<file path="config.mk">
export PLATFORM = sky130hd
export DESIGN_NAME = sar_adc_digital_interface
export DESIGN_NICKNAME = d
export VERILOG_FILES = /design/src/hw/result_buffer.v /design/src/hw/sar_adc_digital_interface.v
export VERILOG_INCLUDE_DIRS = /design/src /design/src/hw
export SDC_FILE = /design/constraint.sdc
export NUM_CORES = 1
export LEC_CHECK = 0
export ABC_AREA = 1
export BUFFER_PORTS_ARGS = -buffer_cell sky130_fd_sc_hd__buf_2
export CAP_MARGIN = 10
export CORE_MARGIN = 2
export CORE_UTILIZATION = 52
export DETAILED_ROUTE_END_ITERATION = 12
export PLACE_DENSITY = 0.73
export SLEW_MARGIN = 10
export SYNTH_ARGS = -nofsm -noshare
export SYNTH_HDL_FRONTEND = slang
export SYNTH_SLANG_ARGS = --single-unit
</file>
<file path="constraint.sdc">
create_clock -name clk -period 4 [get_ports clk]
set_clock_uncertainty 0.2 [all_clocks]
set_input_delay 0.8 -clock clk [delete_from_list [all_inputs] [get_ports clk]]
set_output_delay 0.8 -clock clk [all_outputs]
set_load 0.05 [all_outputs]
</file>
<file path="src/hw/sar_adc_consts.vh">
`ifndef SAR_ADC_CONSTS_VH
`define SAR_ADC_CONSTS_VH
// clock period of clk in ns
`define CLK_PERIOD_NS 4
// conversion time in ns, longest
`define CONV_TIME_NS 2500
// conversion time in clk cycles, rounded down
`define CONV_CYCLES (`CONV_TIME_NS / `CLK_PERIOD_NS)
// result width
`define RESULT_BITS 16
// half width used for byte swapping
`define HALF_BITS 8
// result msb position
`define RESULT_MSB 15
// serial pin positions on the result bus
`define SER_IN_POS 9
`define SER_OUT_POS 10
`define SER_CLK_POS 11
// reset value of the held result
`define RESULT_RESET 16'h0000
// bit counter width for serial shifting
`define SHIFT_CNT_BITS 5
`endif

</file>
<file path="src/hw/result_buffer.v">
`timescale 1ns/1ps
`include "sar_adc_consts.vh"
module result_buffer #(
   parameter WIDTH = 16,
   parameter DEPTH = 2,
   parameter AW = 1
) (
   input wire clk,
   input wire rstSync_n,
   input wire flush,
   input wire inValid,
   output wire inReady,
   input wire [WIDTH-1:0] inData,
   output wire outValid,
   input wire outReady,
   output reg [WIDTH-1:0] outData
);
   reg [WIDTH-1:0] mem [0:DEPTH-1];
   reg [AW-1:0] wrPtr;
   reg [AW-1:0] rdPtr;
   reg [AW:0] count;
   wire doWrite;
   wire doRead;
   integer i;
   assign inReady = (count != DEPTH[AW:0]);
   assign outValid = (count != {(AW+1){1'b0}});
   assign doWrite = inValid && inReady;
   assign doRead = outValid && outReady;
   always @* begin
      outData = mem[rdPtr];
   end
   always @(posedge clk or negedge rstSync_n) begin
      if (!rstSync_n) begin
         wrPtr <= {AW{1'b0}};
         rdPtr <= {AW{1'b0}};
         count <= {(AW+1){1'b0}};
         for (i = 0; i < DEPTH; i = i + 1) begin
            mem[i] <= {WIDTH{1'b0}};
         end
      end else if (flush) begin
         wrPtr <= {AW{1'b0}};
         rdPtr <= {AW{1'b0}};
         count <= {(AW+1){1'b0}};
      end else begin
         if (doWrite) begin
            mem[wrPtr] <= inData;
            wrPtr <= wrPtr + 1'b1;
         end
         if (doRead) begin
            rdPtr <= rdPtr + 1'b1;
         end
         if (doWrite && !doRead) begin
            count <= count + 1'b1;
         end else if (doRead && !doWrite) begin
            count <= count - 1'b1;
         end
      end
   end
endmodule

</file>
<file path="src/hw/sar_adc_digital_interface.v">
`timescale 1ns/1ps
`include "sar_adc_consts.vh"
// Functional notes
// - interface_select high picks serial port, low picks parallel bus.
// - serial mode leaves all unused data lines undriven.
// - format_select low inverts msb for two's complement, both ports.
// - byte_order_select high swaps upper and lower bytes on the parallel data lines; serial output is never swapped.
// - parallel mode drives sixteen lines with result bits 0 to 15.
// - serial mode uses three data lines as serial in, out and clock.
// - serial output sends msb first, one bit per shift clock rise.
// - serial input level reaches serial output sixteen clocks after read start.
// - busy rises at conversion start, stays high until it completes.
// - output drivers enabled only while chip select and read both low.
// - shift clock ignored unless chip select low.
// - reset high holds reset, aborts conversion, floats data bus.
// - power down high ignores conversion start requests.
// - convert start falling edge holds sample and starts conversion.
// - convert start works regardless of chip select.
// - conversion end forms sixteen bit result for either transfer.
module sar_adc_digital_interface #(
   parameter CONV_CYCLES = `CONV_CYCLES
) (
   input wire clk,
   input wire rst_n,
   input wire deviceReset,
   input wire powerDown,
   input wire convertStart_n,
   input wire interfaceSelect,
   input wire formatSelect,
   input wire byteOrderSelect,
   input wire chipSelect_n,
   input wire readEnable_n,
   input wire [`RESULT_BITS-1:0] resultBusIn,
   output reg [`RESULT_BITS-1:0] resultBusOut,
   output reg [`RESULT_BITS-1:0] resultBusOe,
   input wire [`RESULT_BITS-1:0] sarCode,
   input wire sarValid,
   output wire sarReady,
   output reg sampleHold,
   output reg busy
);
   localparam ST_IDLE = 1'b0;
   localparam ST_CONV = 1'b1;
   localparam CW = 12;

   reg rstMeta;
   reg rstSync_n;
   reg [1:0] cnvSync;
   reg cnvPrev;
   reg [1:0] csSync;
   reg [1:0] rdSync;
   reg [1:0] sclkSync;
   reg [1:0] sdinSync;
   reg [1:0] resetSync;
   reg [1:0] pdSync;
   reg sclkPrev;
   reg readPrev;
   reg state;
   reg [CW-1:0] convCount;
   reg [`RESULT_BITS-1:0] heldResult;
   reg [`RESULT_BITS-1:0] shiftReg;
   reg [`SHIFT_CNT_BITS-1:0] shiftCount;
   reg serialOut;
   reg busFloat;
   reg [`RESULT_BITS-1:0] next_out;
   reg [`RESULT_BITS-1:0] next_oe;
   wire cnvFall;
   wire sclkRise;
   wire csActive;
   wire readActive;
   wire inReset;
   wire convDone;
   wire bufValid;
   wire bufReady;
   wire [`RESULT_BITS-1:0] bufData;
   wire [`RESULT_BITS-1:0] formatted;
   wire [`RESULT_BITS-1:0] swapped;

   always @(posedge clk or negedge rst_n) begin
      if (!rst_n) begin
         rstMeta <= 1'b0;
         rstSync_n <= 1'b0;
      end else begin
         rstMeta <= 1'b1;
         rstSync_n <= rstMeta;
      end
   end

   always @(posedge clk or negedge rstSync_n) begin
      if (!rstSync_n) begin
         cnvSync <= 2'h3;
         csSync <= 2'h3;
         rdSync <= 2'h3;
         sclkSync <= 2'h0;
         sdinSync <= 2'h0;
         resetSync <= 2'h0;
         pdSync <= 2'h0;
      end else begin
         cnvSync <= {cnvSync[0], convertStart_n};
         csSync <= {csSync[0], chipSelect_n};
         rdSync <= {rdSync[0], readEnable_n};
         sclkSync <= {sclkSync[0], resultBusIn[`SER_CLK_POS]};
         sdinSync <= {sdinSync[0], resultBusIn[`SER_IN_POS]};
         resetSync <= {resetSync[0], deviceReset};
         pdSync <= {pdSync[0], powerDown};
      end
   end

   assign inReset = resetSync[1];
   assign csActive = !csSync[1];
   assign readActive = csActive && !rdSync[1];
   assign cnvFall = cnvPrev && !cnvSync[1];
   assign sclkRise = !sclkPrev && sclkSync[1] && csActive;
   assign convDone = (state == ST_CONV) && (convCount == CONV_CYCLES[CW-1:0]);
   assign sarReady = convDone;

   // conversion sequencer, chip select plays no part here
   always @(posedge clk or negedge rstSync_n) begin
      if (!rstSync_n) begin
         state <= ST_IDLE;
         convCount <= {CW{1'b0}};
         busy <= 1'b0;
         sampleHold <= 1'b0;
         cnvPrev <= 1'b1;
         sclkPrev <= 1'b0;
         readPrev <= 1'b0;
         heldResult <= `RESULT_RESET;
      end else begin
         cnvPrev <= cnvSync[1];
         sclkPrev <= sclkSync[1];
         readPrev <= readActive;
         if (inReset) begin
            state <= ST_IDLE;
            convCount <= {CW{1'b0}};
            busy <= 1'b0;
            sampleHold <= 1'b0;
         end else begin
            case (state)
               ST_IDLE: begin
                  if (cnvFall && !pdSync[1]) begin
                     state <= ST_CONV;
                     sampleHold <= 1'b1;
                     busy <= 1'b1;
                     convCount <= {CW{1'b0}};
                  end
               end
               ST_CONV: begin
                  if (convDone) begin
                     state <= ST_IDLE;
                     busy <= 1'b0;
                     sampleHold <= 1'b0;
                     heldResult <= sarCode;
                  end else begin
                     convCount <= convCount + 1'b1;
                  end
               end
               default: state <= ST_IDLE;
            endcase
         end
      end
   end

   // up to two finished words queue for either port; a word finishing while two are unread is dropped
   result_buffer #(
      .WIDTH(`RESULT_BITS),
      .DEPTH(2),
      .AW(1)
   ) u_buffer (
      .clk(clk),
      .rstSync_n(rstSync_n),
      .flush(inReset),
      .inValid(convDone && sarValid),
      .inReady(),
      .inData(sarCode),
      .outValid(bufValid),
      .outReady(bufReady),
      .outData(bufData)
   );

   assign formatted = {bufValid ? bufData[`RESULT_MSB] : heldResult[`RESULT_MSB],
      bufValid ? bufData[`RESULT_MSB-1:0] : heldResult[`RESULT_MSB-1:0]} ^
      {!formatSelect, {(`RESULT_BITS-1){1'b0}}};
   assign swapped = byteOrderSelect ?
      {formatted[`HALF_BITS-1:0], formatted[`RESULT_BITS-1:`HALF_BITS]} : formatted;
   // a word is consumed when a serial read starts or a parallel read ends
   assign bufReady = bufValid && (interfaceSelect ?
      (readActive && (shiftCount == {`SHIFT_CNT_BITS{1'b0}}) && sclkRise) : (readPrev && !readActive));

   // serial shifter: daisy chain data follows the sixteen result bits
   always @(posedge clk or negedge rstSync_n) begin
      if (!rstSync_n) begin
         shiftReg <= `RESULT_RESET;
         shiftCount <= {`SHIFT_CNT_BITS{1'b0}};
         serialOut <= 1'b0;
      end else if (inReset || !csActive) begin
         shiftCount <= {`SHIFT_CNT_BITS{1'b0}};
         shiftReg <= formatted;
         serialOut <= formatted[`RESULT_MSB];
      end else if (shiftCount == {`SHIFT_CNT_BITS{1'b0}} && !sclkRise) begin
         shiftReg <= formatted;
         serialOut <= formatted[`RESULT_MSB];
      end else if (sclkRise) begin
         shiftReg <= {shiftReg[`RESULT_MSB-1:0], sdinSync[1]};
         serialOut <= shiftReg[`RESULT_MSB-1];
         if (shiftCount != {`SHIFT_CNT_BITS{1'b1}}) begin
            shiftCount <= shiftCount + 1'b1;
         end
      end
   end

   always @* begin
      next_out = {`RESULT_BITS{1'b0}};
      next_oe = {`RESULT_BITS{1'b0}};
      if (readActive && !busFloat) begin
         if (interfaceSelect) begin
            next_out[`SER_OUT_POS] = serialOut;
            next_oe[`SER_OUT_POS] = 1'b1;
         end else begin
            next_out = swapped;
            next_oe = {`RESULT_BITS{1'b1}};
         end
      end
   end

   always @(posedge clk or negedge rstSync_n) begin
      if (!rstSync_n) begin
         resultBusOut <= {`RESULT_BITS{1'b0}};
         resultBusOe <= {`RESULT_BITS{1'b0}};
         busFloat <= 1'b0;
      end else begin
         if (inReset && state == ST_CONV) begin
            busFloat <= 1'b1;
         end else if (convDone) begin
            busFloat <= 1'b0;
         end
         resultBusOut <= inReset ? {`RESULT_BITS{1'b0}} : next_out;
         resultBusOe <= inReset ? {`RESULT_BITS{1'b0}} : next_oe;
      end
   end
endmodule

</file>
# Word level (Yosys, flattened, before mapping)
# Cells that the tools add are included.
# op_classes
n_addsub	6
mul	0
n_div	0
magnitude_cmp	3
eq_ne	7
shift	0
n_mux	49
bitwise	5
n_reduce_logical	45
# ops
cell	count
$mux W16	9
$mux W15	4
$mux W12	3
$bwmux W32	1
$mux W5	6
$pmux W12 S2	1
$mux W10	2
$logic_and A1 B1 Y1	19
$mux W1	17
$demux W16 S1	1
$xor A16 B16 Y16	1
$add A12 B1 Y12 const B	1
$eq A12 B10 Y1 const B	1
$reduce_bool A2 Y1	6
$logic_not A1 Y1	11
$mux W2	3
$ne A3 B3 Y1 const B	2
$reduce_and A2 Y1	3
$reduce_and A3 Y1	2
$reduce_bool A3 Y1	2
$add A5 B1 Y5 const B	1
$logic_not A5 Y1	1
$ne A5 B5 Y1 const B	1
$ge A2 B2 Y1 const B	2
10 further kinds	15
# totals
ff_bits	139
latch_bits	0
ramBits	0
romBits	0
inputBits	43
n_memories	0

# Longest topological paths before layout
# Gate-level depths: netlist of the first run.
# logic_depth
ltp_word	11
mapped_depth	13

# Cells and area by module
# A second synthesis of the first run with hierarchy kept.
# unflattened
hier_cells	713
hier_area_um2	5948.2
# modules_own_cells
mod	instances	cells_each	area_per_inst_um2	seq_area_each_um2
sar_adc_digital_interface	1	504	4221.5	2235.9
result_buffer	1	209	1726.7	900.9

# Least setup slack after synthesis of the first run
# OpenSTA, ideal clock, no wires.
# synth_timing
kind	flip-flop to output port
from	register convCount[1]
to	output port sarReady
arrival_time_ps	1271
slack_ps	1729
path_stages_with_launch	9
cell_sequence	dfrtp_1 -> inv_1 -> ha_1 -> nand2_1 -> inv_1 -> nand2_1 -> nor2_4 -> nand2_4 -> inv_1
# synth_via
elab_chain_len	2
# synth_lines
element	line	rtl
start, declared	sar_adc_digital_interface.v:59	reg [CW-1:0] convCount;
start signal, assigned	sar_adc_digital_interface.v:121	convCount <= {CW{1'b0}};
start signal, assigned	sar_adc_digital_interface.v:134	convCount <= {CW{1'b0}};
start signal, assigned	sar_adc_digital_interface.v:144	convCount <= {CW{1'b0}};
$eq A12 B10 Y1	sar_adc_digital_interface.v:114	assign convDone = (state == ST_CONV) && (convCount == CONV_CYCLES[CW-1:0]);
$logic_and A1 B1 Y1	sar_adc_digital_interface.v:114	
end, declared	sar_adc_digital_interface.v:38	output wire sarReady,
# No other way between the ends.

# Final worst setup path of the first run
# Same ends and word-level chain as after synthesis.

==> implementation parameters, run 1 <==
Parameter                              Value

Synthesis
  Average instance area after synthesis    8.97 µm²
  Synth Area in Adders    approximately 1.1%
  Leading cell types by total area after synthesis    sky130_fd_sc_hd__dfrtp_1 (51%), sky130_fd_sc_hd__nand2_1 (8.9%), sky130_fd_sc_hd__inv_1 (4.8%), sky130_fd_sc_hd__o21ai_0 (4.2%), sky130_fd_sc_hd__dfstp_2 (3.2%)
  Area fraction in compound gates after synthesis    15.2%
  Post-synth top area share    approximately half
  Portion of netlist area occupied by mux cells    0%
  Part of the Yosys area used for sequential elements    a little over half
  Total nets after synthesis    just under 700
  Distinct cells, synth    40
  Count of state elements after synthesis    125
  Dominant combinational cell family by area after synthesis    simple AND/OR/NAND/NOR gates
  Number of instances in the synthesized netlist    roughly 640
  Post-synthesis xor/xnor area fraction    less than 1%
  Total of warnings raised by yosys    0
  Most area-hungry cell type in the Yosys netlist    sky130_fd_sc_hd__dfrtp_1
  Mapped cell area    0.00575 mm²
  Simple-gate area share of the yosys netlist    19.1%

Timing
  Final slew viol count    0
  Share of the clock period used by the worst path    73.8%
  Minimum clock period    approximately 3000 ps
  Hold Fails Final Rpt    0
  Maximum clock frequency    approximately 340 MHz
  Setup repair after global routing missed its margin    no
  Setup violators final    0
  Slew headroom    46.8%
  Total negative slack    0 ps
  Tightest hold margin    92.3 ps
  Actual transition at the worst max-transition pin    799 ps

Floorplan
  Die area    0.0119 mm²
  FP Rows    38
  Core Box Area    ~0.011 mm²
  Number of primary I/O pins    78
  Effective utilization at floorplan    53.2%
  Die Y-Extent    109 µm
  Horizontal extent of the die    109 µm

Global route
  Via count of the first global-routing pass    4176
  Global routing usage summed across all routing layers    between 20 and 25%
  Number of antenna violations at the first check in global routing    0
  GR Overflow Total    0
  Wire length of the first global-routing pass    19600 µm
  Largest net degree at the start of global routing    89

Worst setup path
  Nature of the critical path endpoint    primary output
  Critical path's most frequent cell    sky130_fd_sc_hd__inv_1
  Reg2reg setup slack    1570 ps
  Critical Path RT    3000 ps
  Crit-path slowest cell    sky130_fd_sc_hd__dfrtp_1
  Destination of the worst register-to-register timing path    resultBusOut[15]$_DFF_PN0_
  Depth of the worst register-to-register path    8
  Worst EP arrival    1950 ps
  Worst-path cell chain    inv_1, ha_1, nand2_1, inv_1, nand2_1, nor2_4, nand2_4, inv_1, buf_2
  Worst flop-to-flop path startpoint    u_buffer.rdPtr$_DFFE_PN0P_
  Startpoint kind of the worst setup timing path    flip-flop
  Class of the most critical setup path    reg2out
  Maximum fanout encountered on the critical timing path    3
  Delay of the slowest cell on the worst path    around 400 ps

Finish
  Area of the multi-input gates    0.00206 mm²
  Final core utilization    61.1%
  Commonest cells after routing, fill and taps aside    sky130_fd_sc_hd__nand2_1 (137), sky130_fd_sc_hd__dfrtp_1 (117), sky130_fd_sc_hd__inv_1 (74)
  Fill cells    874
  Total area of sequential cells    between 0.003 and 0.004 mm²
  ANT cells    0
  Layout overhead on the synthesized area    14.8%
  Final layout net count    between 700 and 800
  Leading cell type in the layout, fill and taps excluded    sky130_fd_sc_hd__nand2_1
  Share of post-route cells with drive strength above 1    about 20%

Placement
  Detailed placer's ending HPWL    7710 µm
  IO Port Bufs    63
  Placer congestion estimate    around 0.89

Routing
  DRC errors left    0
  Wire length reported by the detailed router    11700 µm
  Total number of vias    4451
  Via-per-instance ratio    5.29
  First-pass detailed-route iteration total    4
  Residual antenna-violating net count after detailed routing    0
  Average detailed-routed wire length per instance    13.9 µm
  Number of DRC violations after detailed-routing iteration 0    about 330

Power
  IR drop worst, VDD    0.000261 V
  Total power after layout    3.24 mW
  Ratio of total power to cell area    491 mW/mm²
  Leakage dissipation    roughly 3.2 nW

Clock network
  Clock tree buffer depth    2
  Worst-Skew Late Latency    520 ps
  Clk root buf    sky130_fd_sc_hd__clkbuf_8
  Postcts setup bufs    0
  Level count of the clock H-tree    4
  Clk slew on worst S/H paths    ~60 ps
  Clock net sink count    125
  TritonCTS clock tree    built
  Number of buffers inserted during clock tree synthesis    17

Min path
  Min-Delay Path Class    reg2async

Status
  Status    completed

Flow run
  Max Cap Violations    0
-- metrics by stage --
step,area (µm²),cells,setup WS (ps)
floorplan,5750,641,71.9
global placement,6020,810,1630
detailed placement,6020,810,1600
CTS,6600,842,1040
global route,6600,842,939
finish,6600,842,1050
-- where the power goes --
part           internal (mW)  switching, mW  total, mW
clock network          0.910          0.526       1.44
registers               1.35         0.0600       1.41
logic                  0.110          0.278      0.388
-- worst max-delay path by stage --
stage                                           from                          to  slack, ps
after floorplan                  rstSync_n$_DFF_PN0_        busFloat$_DFFE_PN0P_         70
after global placement    u_buffer.rdPtr$_DFFE_PN0P_  resultBusOut[15]$_DFF_PN0_       1630
after detailed placement  u_buffer.rdPtr$_DFFE_PN0P_  resultBusOut[15]$_DFF_PN0_       1600
after CTS                   convCount[1]$_DFFE_PN0P_                    sarReady       1040
after global routing        convCount[1]$_DFFE_PN0P_                    sarReady        940
final                       convCount[1]$_DFFE_PN0P_                    sarReady       1050
-- layer usage --
metal | vias to the layer above | track usage [%] | part of all wire, % | wire (µm)
li1 | 2190 | - | - | -
met1 | 2108 | 30.1 | 46 | 5400
met2 | 136 | 32.2 | 46 | 5370
met3 | 17 | 5.56 | 6.2 | 723
met4 | 0 | 9.43 | 1.7 | 196
met5 | - | 0 | 0 | 0
-- area by class of cell --
cell class              instances  share of cell area [%]
multi-input cells             399                    31.2
flip-flops and latches        125                    47.6
inverters                      80                    4.55
clock buffers                  20                    6.75
repair buffers                 67                    5.46
clock inverters                11                    1.80
well taps                     140                    2.66
-- worst max-delay path, delay by kind of cell (launching register included) --
family	cells	cell delay [ps]
buffers and inverters	4	500
flip-flops	1	400
AND/OR/NAND/NOR	4	370
adder cells (fa/ha/maj)	1	170
-- sequential cells by signal, summed over array words and instances, names as in the netlist, 2 cells and up --
signal,flops
sdinSync,2
resetSync,2
resultBusOut,16
pdSync,2
convCount,12
cnvSync,2
csSync,2
shiftReg,15
shiftCount,5
sclkSync,2
resultBusOe,2
u_buffer.count,2
heldResult,16
rdSync,2
u_buffer.mem,32
-- kinds of logic after synthesis --
family	count (synthesis)
AO/OA/AOI/OAI	145
XOR/XNOR	2
adder cells (fa/ha/maj)	5
buffers and inverters	117
flip-flops	125
other	1
AND/OR/NAND/NOR	246
-- timing repair --
item | CTS | global route
endpoints found under the hold margin | 2 | 0
hold buffers | 1 | 0
setup endpoints to repair | 0 | 0
resized for setup | 0 | 0
-- synthesized netlist by cell type --
cell type                  instances
sky130_fd_sc_hd__buf_4            20
sky130_fd_sc_hd__nand3_4           1
sky130_fd_sc_hd__nand2_4           1
sky130_fd_sc_hd__nor3_1            3
sky130_fd_sc_hd__clkbuf_1          6
sky130_fd_sc_hd__conb_1            1
sky130_fd_sc_hd__clkinv_1          3
sky130_fd_sc_hd__a211oi_1          1
sky130_fd_sc_hd__nor3_4            1
sky130_fd_sc_hd__nand3b_1          2
sky130_fd_sc_hd__xnor2_1           1
sky130_fd_sc_hd__dfrtp_1         118
sky130_fd_sc_hd__a31oi_1           7
sky130_fd_sc_hd__dfstp_2           7
sky130_fd_sc_hd__o21bai_1          1
sky130_fd_sc_hd__or2_2             1
sky130_fd_sc_hd__nand3_2           3
sky130_fd_sc_hd__xor2_1            1
sky130_fd_sc_hd__o211ai_1         17
sky130_fd_sc_hd__nor2_1           48
sky130_fd_sc_hd__buf_2             7
sky130_fd_sc_hd__o21ai_2          16
sky130_fd_sc_hd__nand3_1          24
sky130_fd_sc_hd__and3_1            1
sky130_fd_sc_hd__o221ai_1          7
sky130_fd_sc_hd__o21a_1            1
sky130_fd_sc_hd__nor2_4            3
sky130_fd_sc_hd__a21oi_1          31
sky130_fd_sc_hd__buf_6             4
sky130_fd_sc_hd__nand2_1         137
sky130_fd_sc_hd__inv_1            74
sky130_fd_sc_hd__nand2_2           7
sky130_fd_sc_hd__ha_1              5
sky130_fd_sc_hd__nor3b_1           1
sky130_fd_sc_hd__inv_2             3
sky130_fd_sc_hd__nand4_1          10
sky130_fd_sc_hd__o21ai_0          48
sky130_fd_sc_hd__o21ai_1          13
sky130_fd_sc_hd__o22ai_1           3
sky130_fd_sc_hd__nor2_2            3
No activity file was read; power rests on OpenSTA's default activity.
==> run 2: changes to the inputs <==
CORE_UTILIZATION = 57   (was 52)
PLACE_DENSITY = 0.76   (was 0.73)
clock period = 2.9 ns   (was 4 ns; I/O delays follow)
==> run 2 against run 1 <==
Effect of this change: total power up 47%; critical path depth unchanged; critical endpoint unchanged; first-iteration DRC count fell by 6.0%; register-to-register slack got worse by 910 ps; sequential share of layout area fell by 1.0 points; largest cell class unchanged; final area increased by 2.2%.
==> implementation parameters, run 2 (synthesized netlist as in run 1, its figures left out) <==
Parameter                              Value

Status
  Status    completed

Routing
  Wire length reported by the detailed router    12200 µm (+4.1%)
  First-pass detailed-route iteration total    5 (+1)
  DRC errors left    0 (unchanged)
  Residual antenna-violating net count after detailed routing    0 (unchanged)
  Total number of vias    4568 (+2.6%)
  Via-per-instance ratio    5.39 (+2.0%)
  Number of DRC violations after detailed-routing iteration 0    313 (-6.0%)
  Average detailed-routed wire length per instance    14.4 µm (+3.5%)

Worst setup path
  Kind of cell with the highest combined delay on the critical path    buffers and inverters
  Worst-path cell chain    inv_1, ha_1, nand2_1, inv_1, nand2_1, nor2_4, nand2_4, inv_1, buf_2
  Worst path buffer plus inverter count    4 (unchanged)
  Startpoint kind of the worst setup timing path    flip-flop
  Class of the most critical setup path    reg2out
  Maximum fanout encountered on the critical timing path    3 (unchanged)
  Critical Path RT    2120 ps (-880 ps)
  Reg2reg setup slack    660 ps (-910 ps)
  Crit-path slowest cell    sky130_fd_sc_hd__dfrtp_1
  Delay of the slowest cell on the worst path    400 ps (about the same)
  Nature of the critical path endpoint    primary output
  Worst EP arrival    1950 ps (about the same)
  Critical path's most frequent cell    sky130_fd_sc_hd__inv_1

Clock network
  Clock tree buffer depth    2 (unchanged)
  Number of buffers inserted during clock tree synthesis    17 (unchanged)
  Clk slew on worst S/H paths    60 ps (about the same)
  Clk root buf    sky130_fd_sc_hd__clkbuf_8
  Postcts setup bufs    0 (unchanged)
  Level count of the clock H-tree    4 (unchanged)
  Worst-Skew Late Latency    520 ps (about the same)
  TritonCTS clock tree    built
  Clock net sink count    125 (unchanged)

Finish
  Max reg flops    32 (unchanged)
  Leading cell type in the layout, fill and taps excluded    sky130_fd_sc_hd__nand2_1
  Share of post-route cells with drive strength above 1    20.7% (+0.36 points)
  Registers with the most flip-flops    u_buffer.mem: 32 flops, heldResult: 16 flops, resultBusOut: 16 flops
  Final layout net count    749 (+1.5%)
  ANT cells    0 (unchanged)
  Layout overhead on the synthesized area    17.4%
  Largest register by flop count    u_buffer.mem
  Commonest cells after routing, fill and taps aside    sky130_fd_sc_hd__nand2_1 (137), sky130_fd_sc_hd__dfrtp_1 (117), sky130_fd_sc_hd__inv_1 (74)

Floorplan
  Number of primary I/O pins    78 (unchanged)
  Die area    0.0109 mm² (-8.5%)
  FP Rows    36 (-5.3%)
  Core Box Area    0.00977 mm² (-9.4%)
  Effective utilization at floorplan    58.8% (+5.5 points)
  Die Y-Extent    104 µm (-4.3%)
  Horizontal extent of the die    104 µm (-4.3%)

Timing
  Setup violators final    0 (unchanged)
  Hold Fails Final Rpt    0 (unchanged)
  Final worst setup slack    170 ps (-879 ps)
  Final slew viol count    0 (unchanged)
  Minimum clock period    2730 ps
  Share of the clock period used by the worst path    94.1%
  Actual transition at the worst max-transition pin    685 ps (-114 ps)
  Setup repair after global routing missed its margin    no
  Maximum clock frequency    roughly 370 MHz
  Total negative slack    0 ps (unchanged)
  Slew headroom    53.9% (+7.1 points)
  Tightest hold margin    116 ps (+24.1 ps)

Global route
  Largest net degree at the start of global routing    47 (-47%)
  Wire length of the first global-routing pass    20500 µm (+4.4%)
  Via count of the first global-routing pass    4277 (+2.4%)
  GR Overflow Total    0 (unchanged)
  Number of antenna violations at the first check in global routing    0 (unchanged)
  Global routing usage summed across all routing layers    23.9% (+2.3 points)

Min path
  Min-Delay Path Class    in2reg

Power
  IR drop worst, VDD    0.000392 V (+50%)
  Ratio of total power to cell area    707 mW/mm² (+44%)
  Total power after layout    4.77 mW (+47%)
  Leakage dissipation    3.24 nW (+2.6%)

Flow run
  Max Cap Violations    0 (unchanged)

Placement
  Worst setup slack before clock tree synthesis    686 ps (-911 ps)
  IO Port Bufs    63 (unchanged)
  Placer congestion estimate    0.880 (-0.56%)
  Detailed placer's ending HPWL    8160 µm (+5.7%)
## run 2: changes by cell type in the layout (fill, tap and decap cells not counted), sizes merged
cell | previous run | this run
buf | 66 | 70
bufinv | 2 | 5
clkbuf | 20 | 18
clkinvlp | 4 | 2
dlygate4sd3 | 1 | 8
inv | 77 | 79
## run 2: per-stage QoR
stage | cell area [µm²] | cells | utilization (%)
CTS | 6750 | 847 | 69.0
global placement | 6030 | 807 | 61.7
global route | 6750 | 847 | 69.0
finish | 6750 | 847 | 69.0
floorplan | 5750 | 641 | -
detailed placement | 6030 | 807 | 61.7
## run 2: power by group
| part | switching, mW | total, mW | leakage, nW | internal [mW] |
|---|---|---|---|---|
| sequential | 0.0715 | 1.94 | 1.56 | 1.87 |
| clock | 0.774 | 2.26 | 0.306 | 1.48 |
| combinational | 0.416 | 0.576 | 1.38 | 0.161 |
| total | 1.26 | 4.77 | 3.24 | 3.51 |
## run 2: what timing repair did
item / 4_1_cts / 5_1_grt
resized for setup: 0 / 0
setup endpoints to repair: 0 / 0
endpoints found under the hold margin: 9 / 0
hold buffers: 8 / 0
## run 2: cell type report
class	count	area [µm²]
clock inverter	14	215
multi-input combinational	399	2060
tap	133	166
clock buffer	18	418
timing repair buffer	78	448
fill	767	3030
sequential	125	3140
inverter	80	300
## run 2: final timing paths
path                                               start                           end  depth (start not counted)
worst max-delay path            convCount[1]$_DFFE_PN0P_                      sarReady                          9
worst min-delay path                          sarCode[2]     heldResult[2]$_DFFE_PN0P_                          3
worst max register to register  convCount[1]$_DFFE_PN0P_  u_buffer.mem[19]$_DFFE_PN0P_                         11
worst min register to register       rstSync_n$_DFF_PN0_           pdSync[1]$_DFF_PN0_                          0
max in group asynchronous            rstSync_n$_DFF_PN0_             cnvPrev$_DFF_PN1_                          1
min in group asynchronous            rstSync_n$_DFF_PN0_           pdSync[1]$_DFF_PN0_                          0
## run 2: tightest hold or removal path: stages
cell and delay, ps:
sky130_fd_sc_hd__buf_2 110, sky130_fd_sc_hd__nand2_1 50, sky130_fd_sc_hd__o21ai_0 60
## run 2: per-layer routing
layer  wire length (µm)  vias to the layer above  global-route usage, %
li1                   -                     2207                      -
met3                889                       24                   5.51
met2               5870                      195                   37.8
met1               5180                     2142                   32.3
met5                  0                        -                      0
met4                225                        0                   8.98
==> run 3: changes to the inputs <==
CELL_PAD_IN_SITES_DETAIL_PLACEMENT = 1   (was unset)
CELL_PAD_IN_SITES_GLOBAL_PLACEMENT = 1   (was unset)
CORE_UTILIZATION = 44   (was 57)
PLACE_DENSITY = 0.77   (was 0.76)
==> run 3 against run 2 <==
Effect of this change: highest routed layer unchanged; first-iteration DRC count down 3.5%; clock power decreased by 9%; wire length is 18% higher; largest cell class unchanged; critical path depth unchanged; setup slack improved by 100 ps; sequential power about the same; cell count grew 3.8%; sequential cell count did not move; critical path type unchanged; worst hold slack worse by 97 ps.
==> implementation parameters, run 3 (synthesized netlist as in run 1, its figures left out) <==
Parameter                              Value

Timing
  Slew headroom    55.2% (+1.4 points)
  Total negative slack    0 ps (unchanged)
  Minimum clock period    2630 ps (-103 ps)
  Share of the clock period used by the worst path    90.6% (-3.6 points)
  Tightest hold margin    19.1 ps (-97.3 ps)
  Actual transition at the worst max-transition pin    669 ps (-15.5 ps)
  Setup violators final    0 (unchanged)
  Final slew viol count    0 (unchanged)
  Setup repair after global routing missed its margin    no
  Maximum clock frequency    381 MHz (+3.9%)
  Final worst setup slack    274 ps (+103 ps)
  Hold Fails Final Rpt    0 (unchanged)

Global route
  Largest net degree at the start of global routing    59 (+26%)
  Fraction of met1 tracks used by global routing    28.0% (-4.3 points)
  Via count of the first global-routing pass    4990 (+17%)
  Number of antenna violations at the first check in global routing    0 (unchanged)
  Wire length of the first global-routing pass    24500 µm (+20%)
  GR Overflow Total    0 (unchanged)
  Busiest grt layer    met2
  Met2 Usage GRT    37.7% (-0.13 points)
  Global routing usage summed across all routing layers    22.1% (-1.8 points)
  M3 GR Usage    5.16% (-0.35 points)

Clock network
  Worst-Skew Late Latency    420 ps (-100 ps)
  Number of buffers inserted during clock tree synthesis    17 (unchanged)
  Level count of the clock H-tree    4 (unchanged)
  Clock tree buffer depth    2 (unchanged)
  Clk slew on worst S/H paths    60 ps (about the same)
  Clock net sink count    125 (unchanged)
  Clk root buf    sky130_fd_sc_hd__clkbuf_16
  TritonCTS clock tree    built
  Post-CTS resize count    0 (unchanged)

Routing
  Total number of vias    4654 (+1.9%)
  DRC errors left    0 (unchanged)
  Number of DRC violations after detailed-routing iteration 0    302 (-3.5%)
  Average detailed-routed wire length per instance    16.4 µm (+14%)
  Via-per-instance ratio    5.29 (-1.8%)
  Residual antenna-violating net count after detailed routing    0 (unchanged)
  Wire length reported by the detailed router    14400 µm (+18%)
  First-pass detailed-route iteration total    4 (-1)

Finish
  Commonest cells after routing, fill and taps aside    sky130_fd_sc_hd__nand2_1 (137), sky130_fd_sc_hd__dfrtp_1 (117), sky130_fd_sc_hd__inv_1 (74)
  Area of the multi-input gates    0.00206 mm² (unchanged)
  Registers with the most flip-flops    u_buffer.mem: 32 flops, heldResult: 16 flops, resultBusOut: 16 flops
  Final layout net count    742 (-0.93%)
  Layout overhead on the synthesized area    16.2%
  Non-filler cells in the finished layout    879 (+3.8%)
  ANT cells    0 (unchanged)
  Share of post-route cells with drive strength above 1    20.7% (-0.078 points)
  Largest register by flop count    u_buffer.mem
  Total area of sequential cells    0.00314 mm² (unchanged)
  Max reg flops    32 (unchanged)
  Leading cell type in the layout, fill and taps excluded    sky130_fd_sc_hd__nand2_1
  Fill cells    1488 (+94%)

Floorplan
  Number of primary I/O pins    78 (unchanged)
  Die Y-Extent    118 µm (+13%)
  Core Box Area    0.0127 mm² (+30%)
  Die area    0.0140 mm² (+28%)
  Horizontal extent of the die    118 µm (+13%)
  Effective utilization at floorplan    45.4% (-13 points)
  FP Rows    41 (+14%)

Power
  IR drop worst, VDD    0.000487 V (+24%)
  Ratio of total power to cell area    687 mW/mm² (-2.9%)
  Leakage dissipation    3.20 nW (-1.4%)
  Total power after layout    4.59 mW (-3.9%)

Placement
  Worst setup slack before clock tree synthesis    633 ps (-52.5 ps)
  Placed insts    846 (+4.8%)
  IO Port Bufs    63 (unchanged)
  Detailed placer's ending HPWL    9920 µm (+22%)
  Placer congestion estimate    0.835 (-5.2%)

Worst setup path
  Class of the most critical setup path    reg2out
  Startpoint kind of the worst setup timing path    flip-flop
  Nature of the critical path endpoint    primary output
  Maximum fanout encountered on the critical timing path    3 (unchanged)
  Worst EP arrival    1850 ps (-100 ps)
  Critical Path RT    2120 ps (about the same)

Min path
  Min-Delay Path Class    reg2async

Status
  Status    completed

Flow run
  Max Cap Violations    0 (unchanged)
[run 3: area by class of cell]
class	instances	share of cell area, %
clock inverter	6	0.862
timing repair buffer	71	5.84
inverter	80	4.50
multi-input combinational	399	30.8
tap	172	3.22
clock buffer	26	7.77
sequential	125	47.0
[run 3: what timing repair did]
item                      CTS  global route
hold endpoints to repair    2             0
setup buffers               0             0
hold buffers                1             0
[run 3: worst paths after layout]
check	end	cells past startpoint	slack, ps	startpoint
min	convCount[0]$_DFFE_PN0P_	0	20	rstSync_n$_DFF_PN0_
min in group clk	csSync[0]$_DFF_PN1_	1	60	chipSelect_n
max in group asynchronous	resultBusOut[0]$_DFF_PN0_	1	1610	rstSync_n$_DFF_PN0_
max	sarReady	9	270	convCount[1]$_DFFE_PN0P_
max reg2reg	resultBusOut[7]$_DFF_PN0_	7	600	u_buffer.count[0]$_DFFE_PN0P_
min reg2reg	convCount[0]$_DFFE_PN0P_	0	20	rstSync_n$_DFF_PN0_
[run 3: report_power, final]
group          internal, mW  switching [mW]  total [mW]  leakage (nW)
Clock                  1.31           0.749        2.06         0.286
Combinational         0.158           0.429       0.587          1.36
Sequential             1.87          0.0754        1.94          1.56
Total                  3.33            1.25        4.59          3.20
[run 3: metal layers]
metal  routed length, µm  share of wire (%)
met1                6360                 44
met2                7320                 51
met3                 561                3.9
met4                 169                1.2
met5                   0                  0
[run 3: stage by stage]
stage / utilization, % / instance area, µm²
after detailed placement: 48.1 / 6090
after floorplan: - / 5750
after global placement: 48.1 / 6090
after CTS: 52.7 / 6680
final: 52.7 / 6680
after global routing: 52.7 / 6680
[run 3: critical path, stage by stage, from the launching register on]
cell                      delay (ps)
sky130_fd_sc_hd__dfrtp_1         400
sky130_fd_sc_hd__inv_1            80
sky130_fd_sc_hd__ha_1            140
sky130_fd_sc_hd__nand2_1          60
sky130_fd_sc_hd__inv_1            50
sky130_fd_sc_hd__nand2_1          80
sky130_fd_sc_hd__nor2_4          150
sky130_fd_sc_hd__nand2_4          70
sky130_fd_sc_hd__inv_1           110
sky130_fd_sc_hd__buf_2           280
